--- src/rtl/tqd_pkg.sv ---
package tqd_pkg;
   // ***********************************************
   // Bus and register map
   // ***********************************************
   localparam int unsigned ADDR_W = 32;
   localparam int unsigned DATA_W = 16;
   localparam logic [ADDR_W-1:0] CTRL_OFS = 32'h50000200;
   localparam logic [ADDR_W-1:0] XCNT_OFS = 32'h50000202;
   localparam logic [ADDR_W-1:0] YCNT_OFS = 32'h50000204;
   localparam logic [ADDR_W-1:0] DIV_OFS = 32'h50000206;
   localparam logic [ADDR_W-1:0] ROUTE_OFS = 32'h50000208;
   localparam logic [ADDR_W-1:0] ZCNT_OFS = 32'h5000020a;
   // ***********************************************
   // Fields and reset values
   // ***********************************************
   localparam int unsigned THR_W = 7;
   localparam int unsigned THR_LSB = 3;
   localparam int unsigned THR_MSB = 9;
   localparam int unsigned STAT_BIT = 2;
   localparam int unsigned CLR_BIT = 1;
   localparam int unsigned MASK_BIT = 0;
   localparam logic [THR_W-1:0] THR_RST = 7'h02;
   localparam logic [THR_W-1:0] THR_MIN = 7'h01;
   localparam int unsigned DIV_W = 10;
   localparam logic [DIV_W-1:0] DIV_RST = 10'h000;
   localparam int unsigned SEL_W = 4;
   localparam int unsigned ROUTE_W = 12;
   localparam logic [ROUTE_W-1:0] ROUTE_RST = 12'h000;
   localparam int unsigned XSEL_LSB = 0;
   localparam int unsigned YSEL_LSB = 4;
   localparam int unsigned ZSEL_LSB = 8;
   localparam int unsigned CNT_W = 16;
   localparam int unsigned EVT_W = 8;
   // ***********************************************
   // Pin pair select codes
   // ***********************************************
   localparam logic [SEL_W-1:0] SEL_P0_01 = 4'h1;
   localparam logic [SEL_W-1:0] SEL_P0_23 = 4'h2;
   localparam logic [SEL_W-1:0] SEL_P0_45 = 4'h3;
   localparam logic [SEL_W-1:0] SEL_P0_67 = 4'h4;
   localparam logic [SEL_W-1:0] SEL_P1_01 = 4'h5;
   localparam logic [SEL_W-1:0] SEL_P1_23 = 4'h6;
   localparam logic [SEL_W-1:0] SEL_P2_34 = 4'h7;
   localparam logic [SEL_W-1:0] SEL_P2_56 = 4'h8;
   localparam logic [SEL_W-1:0] SEL_P2_78 = 4'h9;
   localparam logic [SEL_W-1:0] SEL_P2_90 = 4'ha;
   localparam int unsigned P0_W = 8;
   localparam int unsigned P1_W = 6;
   localparam int unsigned P2_W = 10;
   localparam int unsigned PIN_W = P0_W + P1_W + P2_W;
   // ***********************************************
   // Types
   // ***********************************************
   typedef struct packed {
      logic [P2_W-1:0] p2;
      logic [P1_W-1:0] p1;
      logic [P0_W-1:0] p0;
   } tqd_pins_t;
   typedef struct packed {
      logic en;
      logic a;
      logic b;
   } tqd_quad_t;
   typedef enum logic [1:0] {
      TQD_IDLE = 2'b01,
      TQD_TRACK = 2'b10
   } tqd_state_t;
endpackage : tqd_pkg

--- src/rtl/tqd_axis.sv ---
`timescale 1ns/1ps
module tqd_axis #(
   parameter int unsigned CNT_W = tqd_pkg::CNT_W
) (
   input wire logic clk,
   input wire logic rst,
   input wire logic tick,
   input tqd_pkg::tqd_quad_t quad,
   output logic [CNT_W-1:0] count,
   output logic step
);
   // ***********************************************
   // Decoder state
   // ***********************************************
   localparam logic [CNT_W-1:0] ONE = {{(CNT_W-1){1'b0}}, 1'b1};
   tqd_pkg::tqd_state_t state_q, state_d;
   logic [1:0] ab_q, ab_d;
   logic [CNT_W-1:0] count_q, count_d;
   logic step_q, step_d;

   always_comb begin
      state_d = state_q;
      ab_d = ab_q;
      count_d = count_q;
      step_d = 1'b0;
      if (!quad.en) begin
         state_d = tqd_pkg::TQD_IDLE;
         count_d = '0; // see [RULE5]
      end else if (tick) begin
         ab_d = {quad.a, quad.b};
         unique case (state_q)
            tqd_pkg::TQD_IDLE: begin
               state_d = tqd_pkg::TQD_TRACK;
            end
            tqd_pkg::TQD_TRACK: begin
               if ((ab_q[1] ^ quad.a) != (ab_q[0] ^ quad.b)) begin
                  step_d = 1'b1; // see [RULE10]
                  if (quad.a ^ ab_q[0]) begin
                     count_d = count_q + ONE;
                  end else begin
                     count_d = count_q - ONE;
                  end
               end
            end
            default: begin
               state_d = tqd_pkg::TQD_IDLE;
            end
         endcase
      end
   end

   always_ff @(posedge clk or posedge rst) begin
      if (rst) begin
         state_q <= tqd_pkg::TQD_IDLE;
         ab_q <= 2'h0;
         count_q <= '0;
         step_q <= 1'b0;
      end else begin
         state_q <= state_d;
         ab_q <= ab_d;
         count_q <= count_d;
         step_q <= step_d;
      end
   end

   assign count = count_q;
   assign step = step_q;
endmodule : tqd_axis

--- src/rtl/tqd_top.sv ---
`timescale 1ns/1ps
// Contract
// [RULE1] Seven-bit event threshold, reset two; zero acts as one.
// [RULE2] Read-only pending bit shows that the threshold was reached.
// [RULE3] Writing one to clear drops pending; clear bit returns to zero.
// [RULE4] Interrupt leaves only with enable set; enable resets to zero.
// [RULE5] Signed 16-bit count per axis, zero while axis has no pins.
// [RULE6] One logic tick every divider plus one input clock cycles.
// [RULE7] Axis 0 select codes one to ten pick pin pairs, others none.
// [RULE8] Axis 1 select uses the same pin pair mapping as axis 0.
// [RULE9] Axis 2 select uses the same pin pair mapping as axis 0.
// [RULE10] Each tick decode phases; count up one way, down the other.
// [RULE11] Axis 0 and 1 steps since clear set pending at threshold.
module tqd_top #(
   parameter int unsigned EVT_W = tqd_pkg::EVT_W
) (
   input wire logic CLK,
   input wire logic RST,
   input wire logic [tqd_pkg::ADDR_W-1:0] ADDR,
   input wire logic [tqd_pkg::DATA_W-1:0] WDATA,
   input wire logic WR,
   input wire logic RD,
   output logic [tqd_pkg::DATA_W-1:0] RDATA,
   input wire logic [tqd_pkg::P0_W-1:0] P0,
   input wire logic [tqd_pkg::P1_W-1:0] P1,
   input wire logic [tqd_pkg::P2_W-1:0] P2,
   output logic IRQ
);
   // ***********************************************
   // Pin pair routing
   // ***********************************************
   function automatic tqd_pkg::tqd_quad_t route_pick(
      input logic [tqd_pkg::SEL_W-1:0] sel,
      input tqd_pkg::tqd_pins_t p
   );
      tqd_pkg::tqd_quad_t q;
      q = '0;
      q.en = (sel >= tqd_pkg::SEL_P0_01) && (sel <= tqd_pkg::SEL_P2_90);
      case (sel)
         tqd_pkg::SEL_P0_01: {q.a, q.b} = {p.p0[0], p.p0[1]};
         tqd_pkg::SEL_P0_23: {q.a, q.b} = {p.p0[2], p.p0[3]};
         tqd_pkg::SEL_P0_45: {q.a, q.b} = {p.p0[4], p.p0[5]};
         tqd_pkg::SEL_P0_67: {q.a, q.b} = {p.p0[6], p.p0[7]};
         tqd_pkg::SEL_P1_01: {q.a, q.b} = {p.p1[0], p.p1[1]};
         tqd_pkg::SEL_P1_23: {q.a, q.b} = {p.p1[2], p.p1[3]};
         tqd_pkg::SEL_P2_34: {q.a, q.b} = {p.p2[3], p.p2[4]};
         tqd_pkg::SEL_P2_56: {q.a, q.b} = {p.p2[5], p.p2[6]};
         tqd_pkg::SEL_P2_78: {q.a, q.b} = {p.p2[7], p.p2[8]};
         tqd_pkg::SEL_P2_90: {q.a, q.b} = {p.p2[9], p.p2[0]};
         default: {q.a, q.b} = 2'h0;
      endcase
      return q;
   endfunction : route_pick

   // ***********************************************
   // Pin synchroniser
   // ***********************************************
   tqd_pkg::tqd_pins_t s1_q, s2_q, s3_q, filt_q, filt_d;

   always_comb begin
      filt_d = (~(s2_q ^ s3_q) & s3_q) | ((s2_q ^ s3_q) & filt_q);
   end

   always_ff @(posedge CLK or posedge RST) begin
      if (RST) begin
         s1_q <= '0;
         s2_q <= '0;
         s3_q <= '0;
         filt_q <= '0;
      end else begin
         s1_q <= {P2, P1, P0};
         s2_q <= s1_q;
         s3_q <= s2_q;
         filt_q <= filt_d;
      end
   end

   // ***********************************************
   // Registers
   // ***********************************************
   logic [tqd_pkg::THR_W-1:0] thr_q, thr_d;
   logic mask_q, mask_d;
   logic clr_q, clr_d;
   logic [tqd_pkg::DIV_W-1:0] div_q, div_d;
   logic [tqd_pkg::ROUTE_W-1:0] route_q, route_d;
   logic [tqd_pkg::DATA_W-1:0] rdata_q, rdata_d;
   logic [tqd_pkg::CNT_W-1:0] x_count, y_count, z_count;
   logic pend_q, pend_d;
   logic clr_now;
   logic ctrl_wr;

   assign ctrl_wr = WR && (ADDR == tqd_pkg::CTRL_OFS);
   assign clr_now = ctrl_wr && WDATA[tqd_pkg::CLR_BIT];

   always_comb begin
      thr_d = thr_q;
      mask_d = mask_q;
      clr_d = 1'b0; // see [RULE3]
      div_d = div_q;
      route_d = route_q;
      if (ctrl_wr) begin
         thr_d = WDATA[tqd_pkg::THR_MSB:tqd_pkg::THR_LSB];
         mask_d = WDATA[tqd_pkg::MASK_BIT];
         clr_d = WDATA[tqd_pkg::CLR_BIT];
      end
      if (WR && (ADDR == tqd_pkg::DIV_OFS)) begin
         div_d = WDATA[tqd_pkg::DIV_W-1:0];
      end
      if (WR && (ADDR == tqd_pkg::ROUTE_OFS)) begin
         route_d = WDATA[tqd_pkg::ROUTE_W-1:0];
      end
      rdata_d = '0;
      if (RD) begin
         case (ADDR)
            tqd_pkg::CTRL_OFS: begin
               rdata_d[tqd_pkg::THR_MSB:tqd_pkg::THR_LSB] = thr_q;
               rdata_d[tqd_pkg::STAT_BIT] = pend_q; // see [RULE2]
               rdata_d[tqd_pkg::CLR_BIT] = clr_q;
               rdata_d[tqd_pkg::MASK_BIT] = mask_q;
            end
            tqd_pkg::XCNT_OFS: rdata_d = x_count;
            tqd_pkg::YCNT_OFS: rdata_d = y_count;
            tqd_pkg::ZCNT_OFS: rdata_d = z_count;
            tqd_pkg::DIV_OFS: rdata_d[tqd_pkg::DIV_W-1:0] = div_q;
            tqd_pkg::ROUTE_OFS: rdata_d[tqd_pkg::ROUTE_W-1:0] = route_q;
            default: rdata_d = '0;
         endcase
      end
   end

   always_ff @(posedge CLK or posedge RST) begin
      if (RST) begin
         thr_q <= tqd_pkg::THR_RST;
         mask_q <= 1'b0;
         clr_q <= 1'b0;
         div_q <= tqd_pkg::DIV_RST;
         route_q <= tqd_pkg::ROUTE_RST;
         rdata_q <= '0;
      end else begin
         thr_q <= thr_d;
         mask_q <= mask_d;
         clr_q <= clr_d;
         div_q <= div_d;
         route_q <= route_d;
         rdata_q <= rdata_d;
      end
   end

   assign RDATA = rdata_q;

   // ***********************************************
   // Tick divider
   // ***********************************************
   logic [tqd_pkg::DIV_W-1:0] div_cnt_q, div_cnt_d;
   logic tick;

   assign tick = (div_cnt_q >= div_q); // see [RULE6]

   always_comb begin
      div_cnt_d = tick ? '0 : div_cnt_q + 10'h001;
   end

   always_ff @(posedge CLK or posedge RST) begin
      if (RST) begin
         div_cnt_q <= '0;
      end else begin
         div_cnt_q <= div_cnt_d;
      end
   end

   // ***********************************************
   // Axes
   // ***********************************************
   tqd_pkg::tqd_quad_t x_quad, y_quad, z_quad;
   logic x_step, y_step;

   assign x_quad = route_pick(route_q[tqd_pkg::XSEL_LSB+:tqd_pkg::SEL_W], filt_q); // see [RULE7]
   assign y_quad = route_pick(route_q[tqd_pkg::YSEL_LSB+:tqd_pkg::SEL_W], filt_q); // see [RULE8]
   assign z_quad = route_pick(route_q[tqd_pkg::ZSEL_LSB+:tqd_pkg::SEL_W], filt_q); // see [RULE9]

   tqd_axis #(.CNT_W(tqd_pkg::CNT_W)) u_axis_x (
      .clk(CLK),
      .rst(RST),
      .tick(tick),
      .quad(x_quad),
      .count(x_count),
      .step(x_step)
   );

   tqd_axis #(.CNT_W(tqd_pkg::CNT_W)) u_axis_y (
      .clk(CLK),
      .rst(RST),
      .tick(tick),
      .quad(y_quad),
      .count(y_count),
      .step(y_step)
   );

   tqd_axis #(.CNT_W(tqd_pkg::CNT_W)) u_axis_z (
      .clk(CLK),
      .rst(RST),
      .tick(tick),
      .quad(z_quad),
      .count(z_count),
      .step()
   );

   // ***********************************************
   // Threshold events
   // ***********************************************
   logic [EVT_W-1:0] evt_q, evt_d, evt_base;
   logic [EVT_W:0] evt_sum;
   logic [1:0] steps;
   logic [tqd_pkg::THR_W-1:0] thr_eff;
   logic reach;

   assign thr_eff = (thr_q == '0) ? tqd_pkg::THR_MIN : thr_q; // see [RULE1]
   assign steps = {1'b0, x_step} + {1'b0, y_step};

   always_comb begin
      evt_base = clr_now ? '0 : evt_q;
      evt_sum = {1'b0, evt_base} + {{(EVT_W-1){1'b0}}, steps}; // see [RULE11]
      evt_d = evt_sum[EVT_W] ? '1 : evt_sum[EVT_W-1:0];
      reach = (evt_d >= EVT_W'(thr_eff)); // see [RULE11]
      pend_d = reach | (pend_q & ~clr_now); // see [RULE3]
   end

   always_ff @(posedge CLK or posedge RST) begin
      if (RST) begin
         evt_q <= '0;
         pend_q <= 1'b0;
      end else begin
         evt_q <= evt_d;
         pend_q <= pend_d;
      end
   end

   assign IRQ = pend_q & mask_q; // see [RULE4]

   // ***********************************************
   // Tick spacing reference
   // ***********************************************
   logic [tqd_pkg::DIV_W-1:0] since_q, since_d;
   logic div_new_q, div_new_d;

   always_comb begin
      since_d = tick ? '0 : since_q + 10'h001;
      div_new_d = (WR && (ADDR == tqd_pkg::DIV_OFS)) || (div_new_q && !tick);
   end

   always_ff @(posedge CLK or posedge RST) begin
      if (RST) begin
         since_q <= '0;
         div_new_q <= 1'b0;
      end else begin
         since_q <= since_d;
         div_new_q <= div_new_d;
      end
   end
endmodule : tqd_top

--- config.mk ---
export PLATFORM = sky130hd
export DESIGN_NAME = tqd_top
export DESIGN_NICKNAME = d
export VERILOG_FILES = /design/src/rtl/tqd_pkg.sv /design/src/rtl/tqd_axis.sv /design/src/rtl/tqd_top.sv
export SDC_FILE = /design/constraint.sdc
export NUM_CORES = 1
export LEC_CHECK = 0
export BUFFER_PORTS_ARGS = -buffer_cell sky130_fd_sc_hd__buf_2
export CORE_MARGIN = 5
export CORE_UTILIZATION = 50
export CTS_CLUSTER_SIZE = 14
export DETAILED_ROUTE_END_ITERATION = 7
export HOLD_SLACK_MARGIN = 0.15
export PLACE_DENSITY_LB_ADDON = 0.2
export SLEW_MARGIN = 30
export SYNTH_ARGS = -nofsm -noshare
export SYNTH_HDL_FRONTEND = slang
export SYNTH_SLANG_ARGS = --single-unit
--- constraint.sdc ---
create_clock -name CLK -period 10.36 [get_ports CLK]
set_input_delay 1.554 -clock CLK [delete_from_list [all_inputs] [get_ports CLK]]
set_output_delay 1.554 -clock CLK [all_outputs]
set_load 0.01 [all_outputs]
# Word-level counts from Yosys, hierarchy flattened
# Index checks and enable logic that the tools add are counted.
# W data, S select, Z words.
dict set report word_totals {
  mem_bits_ro 0
  mem_bits_rw 0
  input_bits 76
  latchBits 0
  regBits 224
  n_memories 0
  wordCells 185
  out_inout_bits 17
}
dict set report op_classes {
  n_addsub 9
  mux 44
  magnitude_cmp 8
  eq_ne 57
  div 0
  shift 0
  n_reduce_logical 17
  mul 0
  bitwise 18
}
# op count
set op_table {}
lappend op_table {{$mux W16} 16}
lappend op_table {{$eq A32 B31 Y1 const B} 6}
lappend op_table {{$pmux W10 S6} 1}
lappend op_table {{$pmux W2 S10} 3}
lappend op_table {{$add A16 B1 Y16 const B} 3}
lappend op_table {{$and A24 B24 Y24} 2}
lappend op_table {{$eq A4 B3 Y1 const B} 12}
lappend op_table {{$sub A16 B1 Y16 const B} 3}
lappend op_table {{$eq A4 B4 Y1 const B} 9}
lappend op_table {{$eq A4 B2 Y1 const B} 6}
lappend op_table {{$ne A2 B2 Y1 const B} 12}
lappend op_table {{$not A24 Y24} 1}
lappend op_table {{$or A24 B24 Y24} 1}
lappend op_table {{$xor A24 B24 Y24} 1}
lappend op_table {{$mux W8} 2}
lappend op_table {{$eq A4 B1 Y1 const B} 3}
lappend op_table {{$ge A4 B1 Y1 const B} 3}
lappend op_table {{$le A4 B4 Y1 const B} 3}
lappend op_table {{$mux W2} 6}
lappend op_table {{$pmux W2 S2} 3}
lappend op_table {{$pmux W4 S3} 1}
lappend op_table {{$reduce_and A2 Y1} 6}
lappend op_table {{$add A10 B1 Y10 const B} 1}
lappend op_table {{$ge A10 B10 Y1} 1}
lappend op_table {{other kinds (17)} 48}

# Logic depth before layout (Yosys ltp)
dict set report logic_depth {
  ltp_word 8
  depth_mapped 24
  mapped_depth_nobuf 23
}

# By module
# Synthesis repeated with hierarchy kept, for this count alone.
dict set report hier_totals {
  cells_unflattened 1091
  area_unflattened_um2 11444.7
}
# mod cells_per_inst area_each_um2 n_inst seq_area_each_um2
set by_module_without_submodules {}
lappend by_module_without_submodules {tqd_top 530 6726.5 1 3654.8}
lappend by_module_without_submodules {tqd_axis 187 1572.8 3 526.8}

# Least setup slack after synthesis
# Ideal clock, no wire load.
dict set report synth_path {
  kind {input-to-reg}
  start {input port ADDR[29] (netlist bit)}
  end {register pend_q}
  arrival_ns 5.379
  path_buffers 1
  required_ns 10.234
  setup_slack_ns 4.855
  setup_time_ns 0.126
  stages 24
  cell_sequence {nor4bb_1 nand4_1 nor4_2 nand3b_1 or2_2 clkbuf_1 nand2_1 fa_1 inv_1 ha_1 and3_1 and3_1 nand4_1 nand2_1 inv_1 ha_1 nand2b_1 a21o_1 a21o_1 a21o_1 a21oi_1 nor2b_1 o21ai_0 nand2_1}
}
dict set report synth_between {
  elab_chain_cells 8
  word_cells_on_any_way 10
  cone_classes {add/sub: 1; order compare: 1; eq/ne: 1; mux: 2; bitwise: 3; reduce/logical: 2}
}
# element line
set synth_lines {}
lappend synth_lines {{start: declaration} tqd_top.sv:19} ;# input wire logic [tqd_pkg::ADDR_W-1:0] ADDR,
lappend synth_lines {{$eq A32 B31 Y1} tqd_top.sv:92} ;# assign ctrl_wr = WR && (ADDR == tqd_pkg::CTRL_OFS);
lappend synth_lines {{$logic_and A1 B1 Y1} tqd_top.sv:92}
lappend synth_lines {{$logic_and A1 B1 Y1} tqd_top.sv:93} ;# assign clr_now = ctrl_wr && WDATA[tqd_pkg::CLR_BIT];
lappend synth_lines {{$mux W8} tqd_top.sv:221} ;# evt_base = clr_now ? '0 : evt_q;
lappend synth_lines {{$add A8 B2 Y9} tqd_top.sv:222} ;# evt_sum = {1'b0, evt_base} + {{(EVT_W-1){1'b0}}, steps};
lappend synth_lines {{$mux W8} tqd_top.sv:223} ;# evt_d = evt_sum[EVT_W] ? '1 : evt_sum[EVT_W-1:0];
lappend synth_lines {{net evt_d[0]} tqd_top.sv:211} ;# logic [EVT_W-1:0] evt_q, evt_d, evt_base;
lappend synth_lines {{$ge A8 B7 Y1} tqd_top.sv:224} ;# reach = (evt_d >= EVT_W'(thr_eff));
lappend synth_lines {{$or A1 B1 Y1} tqd_top.sv:225} ;# pend_d = reach | (pend_q & ~clr_now);
lappend synth_lines {{net pend_d} tqd_top.sv:88} ;# logic pend_q, pend_d;
lappend synth_lines {{end signal: assignment} tqd_top.sv:234} ;# pend_q <= pend_d;
lappend synth_lines {{end: declaration} tqd_top.sv:88}
# The timed path passes the listed nets, and every way through them passes these cells.
# A chain may end at the register's enable or synchronous reset.

# Final worst setup path
dict set report layout_path {
  start {input port ADDR[27] (netlist bit)}
  end {register pend_q}
}
# Same word-level chain as after synthesis.

==> results.tsv <==
stage	metric	value	unit
worst_setup_path	cp-start-kind	input pin	
route	drt-initial-drc-count	477	
global_routing	grt_overflow	0	
placement	dp_hpwl	17800	µm
synth	ys_seq_area_share	47.3	%
worst_setup_path	crit_required	10760	ps
cts	worstSkewPairLatency	520	ps
worst_setup_path	max_stage_delay	660	ps
timing	worst_clock_skew	21.8	ps
timing	period_needed	6080	ps
hold_path	min_to	s2_q[11]	
cts	cts.sinks	208	
timing	relSlewSlack	43.5	%
synth	synth_top_cells_by_area	dfrtp_1, ha_1, mux2_2	
synth	yosys.area.top_type_share	46.3	%
job	drv_cap	0	
placement	dp.cells	1345	
power_and_ir_drop	p_leak	5.90	nW
timing	fin_setup_tns	0	ps
floorplan	io_pins	93	
cts	cts_max_path_buffers	3	
global_routing	grt_util_met3	2.80	%
worst_setup_path	critPathSlowestCell	nor4_4	
power_and_ir_drop	p_per_area	138	nW/µm²
cts	cts_setup_buffers	0	
route	ant_nets	0	
global_routing	grt_pass1_wl	39800	µm
route	post_drt_wl_per_cell	17.6	µm
synth	synth-main-ff-cell	dfrtp_1	
global_routing	antenna_found_initial	0	
final_layout	final_util	57.3	%
worst_setup_path	worstRegToRegCells	14	
timing	hold_viol_final	0	
final_layout	drive_gt1_share	18.8	%
power_and_ir_drop	total_power	1.73	mW
worst_setup_path	r2r_start	route_q[10]	
cts	clk_pin_slew_worst_paths	60	ps
power_and_ir_drop	ir_worst_vdd	0.138	mV
power_and_ir_drop	p_seq_share	49.1	%
hold_path	whs_path_depth	0	
floorplan	die_w	158	µm
power_and_ir_drop	p_sw	0.376	mW
final_layout	regArea	5210	µm²
floorplan	initial_utilization	50.6	%
global_routing	grtUsageMet2	32.3	%
synth	synthCells	1010	
floorplan	num_rows	54	
timing	finalCritPeriodShare	58.7	%
cts	clock-root-buffer	clkbuf_16	
power_and_ir_drop	power_frac_clock	47.8	%
timing	worst_slew_pin_slew	845	ps
placement	port_buffers	84	
global_routing	grt_pass1_vias	7629	
synth	yosys.area.top_type	dfrtp_1	
route	via_count	7848	
outcome	status	finished clean	
worst_setup_path	crit_path_cell_trace	buf_2 -> nor4_1 -> nand4_1 -> nor4_4 -> nand3b_1 -> or2_2 -> nand2_1 -> fa_1 -> inv_1 -> ha_1 -> and3_1 -> and3_1 -> nand4_1 -> nand2_1 -> inv_1 -> ha_1 -> nand2b_1 -> a21o_1 -> a21o_1 -> a21o_1 -> a21oi_1 -> nor2b_1 -> o21ai_0 -> nand2_1	
global_routing	grt_max_degree	84	
placement	place.gp.congestion	0.879	
worst_setup_path	cp.arrival	6480	ps
floorplan	die_h	158	µm
power_and_ir_drop	swShare	21.8	%
final_layout	final_cell_area	12500	µm²
cts	cts_made_buffers	23	
synth	synth_area	11000	µm²
route	vias_per_cell	5.67	
synth	avgSynthCellArea	10.9	µm²
hold_path	min_path_type	flop to flop	
final_layout	fillers	1879	
timing	maxSlewViolCount	0	
power_and_ir_drop	internal_power	1.35	mW
worst_setup_path	crit_type	input pin to flop	
placement	dpl_worst_slack	3730	ps
final_layout	nNetsFinal	1231	
cts	cts_tree	done	
timing	setup_ws	4280	ps
global_routing	busiest_layer	met2	
cts	cts_htree_levels	1	
route	firstDrtPassIters	7	
floorplan	dieArea	25100	µm²
synth	yosys_warnings	0	
final_layout	diodes	0	
timing	hold-worst-slack	345	ps
worst_setup_path	crit_fanout	12	
final_layout	synthToLayoutAreaGrowth	13.2	%
synth	synth_edf_count	0	
timing	clock.fmax	0.165	GHz
final_layout	final_common_cell	dfrtp_1	
synth	synth-async-reset-ratio	100	%
global_routing	grt_util_all_layers	19.7	%
power_and_ir_drop	comb_power_share	3.2	%
route	drc	0	
worst_setup_path	r2r_slack	5600	ps
final_layout	final_cells	1385	
synth	ys_seq_elements	208	
placement	placed_cell_area	11700	µm²
floorplan	core-area	21800	µm²
synth	synthDistinctLibCells	76	
worst_setup_path	path_buf_inv	3	
timing	setup_violations	0	
final_layout	multi_input_area	5520	µm²
cts	ctsHoldBuffers	0	
worst_setup_path	end_kind	flop	
hold_path	hold_path_startpoint	s1_q[11]	
timing	rsz0062_at_grt	false	
global_routing	met1_usage	28.4	%
worst_setup_path	worstReg2RegEnd	u_axis_z.count[15]	
cts	cts_resized	0	
synth	syn_nets	1151	
worst_setup_path	crit_family	simple AND/OR/NAND/NOR gates	
final_layout	final_cell_mix	dfrtp_1, buf_2, nor2_1	
route	totalWireLength	24400	µm
## cell families after synthesis
family	count (synthesis)	synth area share, %
AOI/OAI and AO/OA	225	14.4
xor gates and xnor gates	61	4.85
adders and majority gates	85	9.47
buffers and inverters	76	2.82
DFF	208	47.3
muxes	82	8.34
and+or+nand+nor	273	12.8
## per-layer routing
metal | part of all wire (%) | wire length (µm) | up-vias
li1 | - | - | 3831
met1 | 46 | 11300 | 3783
met2 | 46 | 11300 | 204
met3 | 6.0 | 1460 | 30
met4 | 1.4 | 348 | 0
met5 | 0 | 0 | -
## registers in the layout, summed over array words and instances, names as in the netlist, 2 cells and up, named ones only
signal,flops
u_axis_x.ab_q,2
u_axis_z.ab_q,2
s2_q,20
u_axis_y.count,16
RDATA,16
u_axis_x.state_q,2
s3_q,20
div_cnt_q,10
u_axis_z.state_q,2
u_axis_z.count,16
evt_q,8
route_q,12
thr_q,7
u_axis_y.state_q,2
div_q,10
u_axis_y.ab_q,2
u_axis_x.count,16
s1_q,20
## power groups by stage
stage	registers (mW)	logic [mW]	clock network [mW]
floorplan	0.856	0.0328	0
global placement	0.861	0.0551	0
detailed placement	0.862	0.0566	0
CTS	0.847	0.0567	0.845
global route	0.850	0.0629	0.882
finish	0.847	0.0549	0.825
## how the worst max path moves through the flow
stage | start | end | slack, ps | cells after the start
6_report | ADDR[27] | pend_q | 4280 | 24
5_1_grt | ADDR[27] | pend_q | 3950 | 24
4_1_cts | ADDR[27] | pend_q | 4260 | 24
3_5_place_dp | ADDR[27] | pend_q | 3730 | 24
3_3_place_gp | ADDR[27] | pend_q | 3380 | 24
2_1_floorplan | RST | RDATA[0] | 3130 | 1
## final cells by class
| cell class | count | share of cell area (%) |
|---|---|---|
| clock buffers | 30 | 5.23 |
| clock inverters | 10 | 0.953 |
| inverters | 41 | 1.29 |
| multi-input cells | 726 | 44.2 |
| flip-flops and latches | 208 | 41.8 |
| well taps | 280 | 2.81 |
| repair buffers | 90 | 3.73 |
## worst reg2reg max path, cell delays in order (launching register included)
cell,delay (ps)
dfrtp_1,740
nor2b_1,170
a221o_1,320
a32o_1,300
o21ai_0,320
nand2_1,470
ha_1,530
and2_1,210
o2111a_1,230
nor2_1,180
a311oi_1,160
o31ai_1,430
mux2i_1,150
or3_1,320
a21oi_1,150
## Yosys cell counts (5+ instances only)
| master | number |
|---|---|
| nor4_1 | 8 |
| a31oi_1 | 6 |
| inv_1 | 41 |
| xor2_1 | 21 |
| xnor2_1 | 40 |
| nand2_1 | 60 |
| a21oi_1 | 50 |
| a22o_1 | 28 |
| buf_2 | 11 |
| clkbuf_1 | 19 |
| a21o_1 | 12 |
| ha_1 | 61 |
| maj3_1 | 20 |
| a222oi_1 | 12 |
| a22oi_1 | 7 |
| nor2_1 | 66 |
| nand4_1 | 6 |
| o21a_1 | 6 |
| nand2b_1 | 9 |
| or3_1 | 8 |
| nand3b_1 | 5 |
| nor2b_1 | 29 |
| nor3_1 | 18 |
| and3_1 | 15 |
| and2_1 | 7 |
| a211oi_1 | 9 |
| mux2_2 | 58 |
| dfrtp_1 | 204 |
| mux2i_1 | 22 |
| o21bai_1 | 7 |
| nand3_1 | 19 |
| o21ai_0 | 48 |
Note: power is estimated with default switching activity, not from simulation.
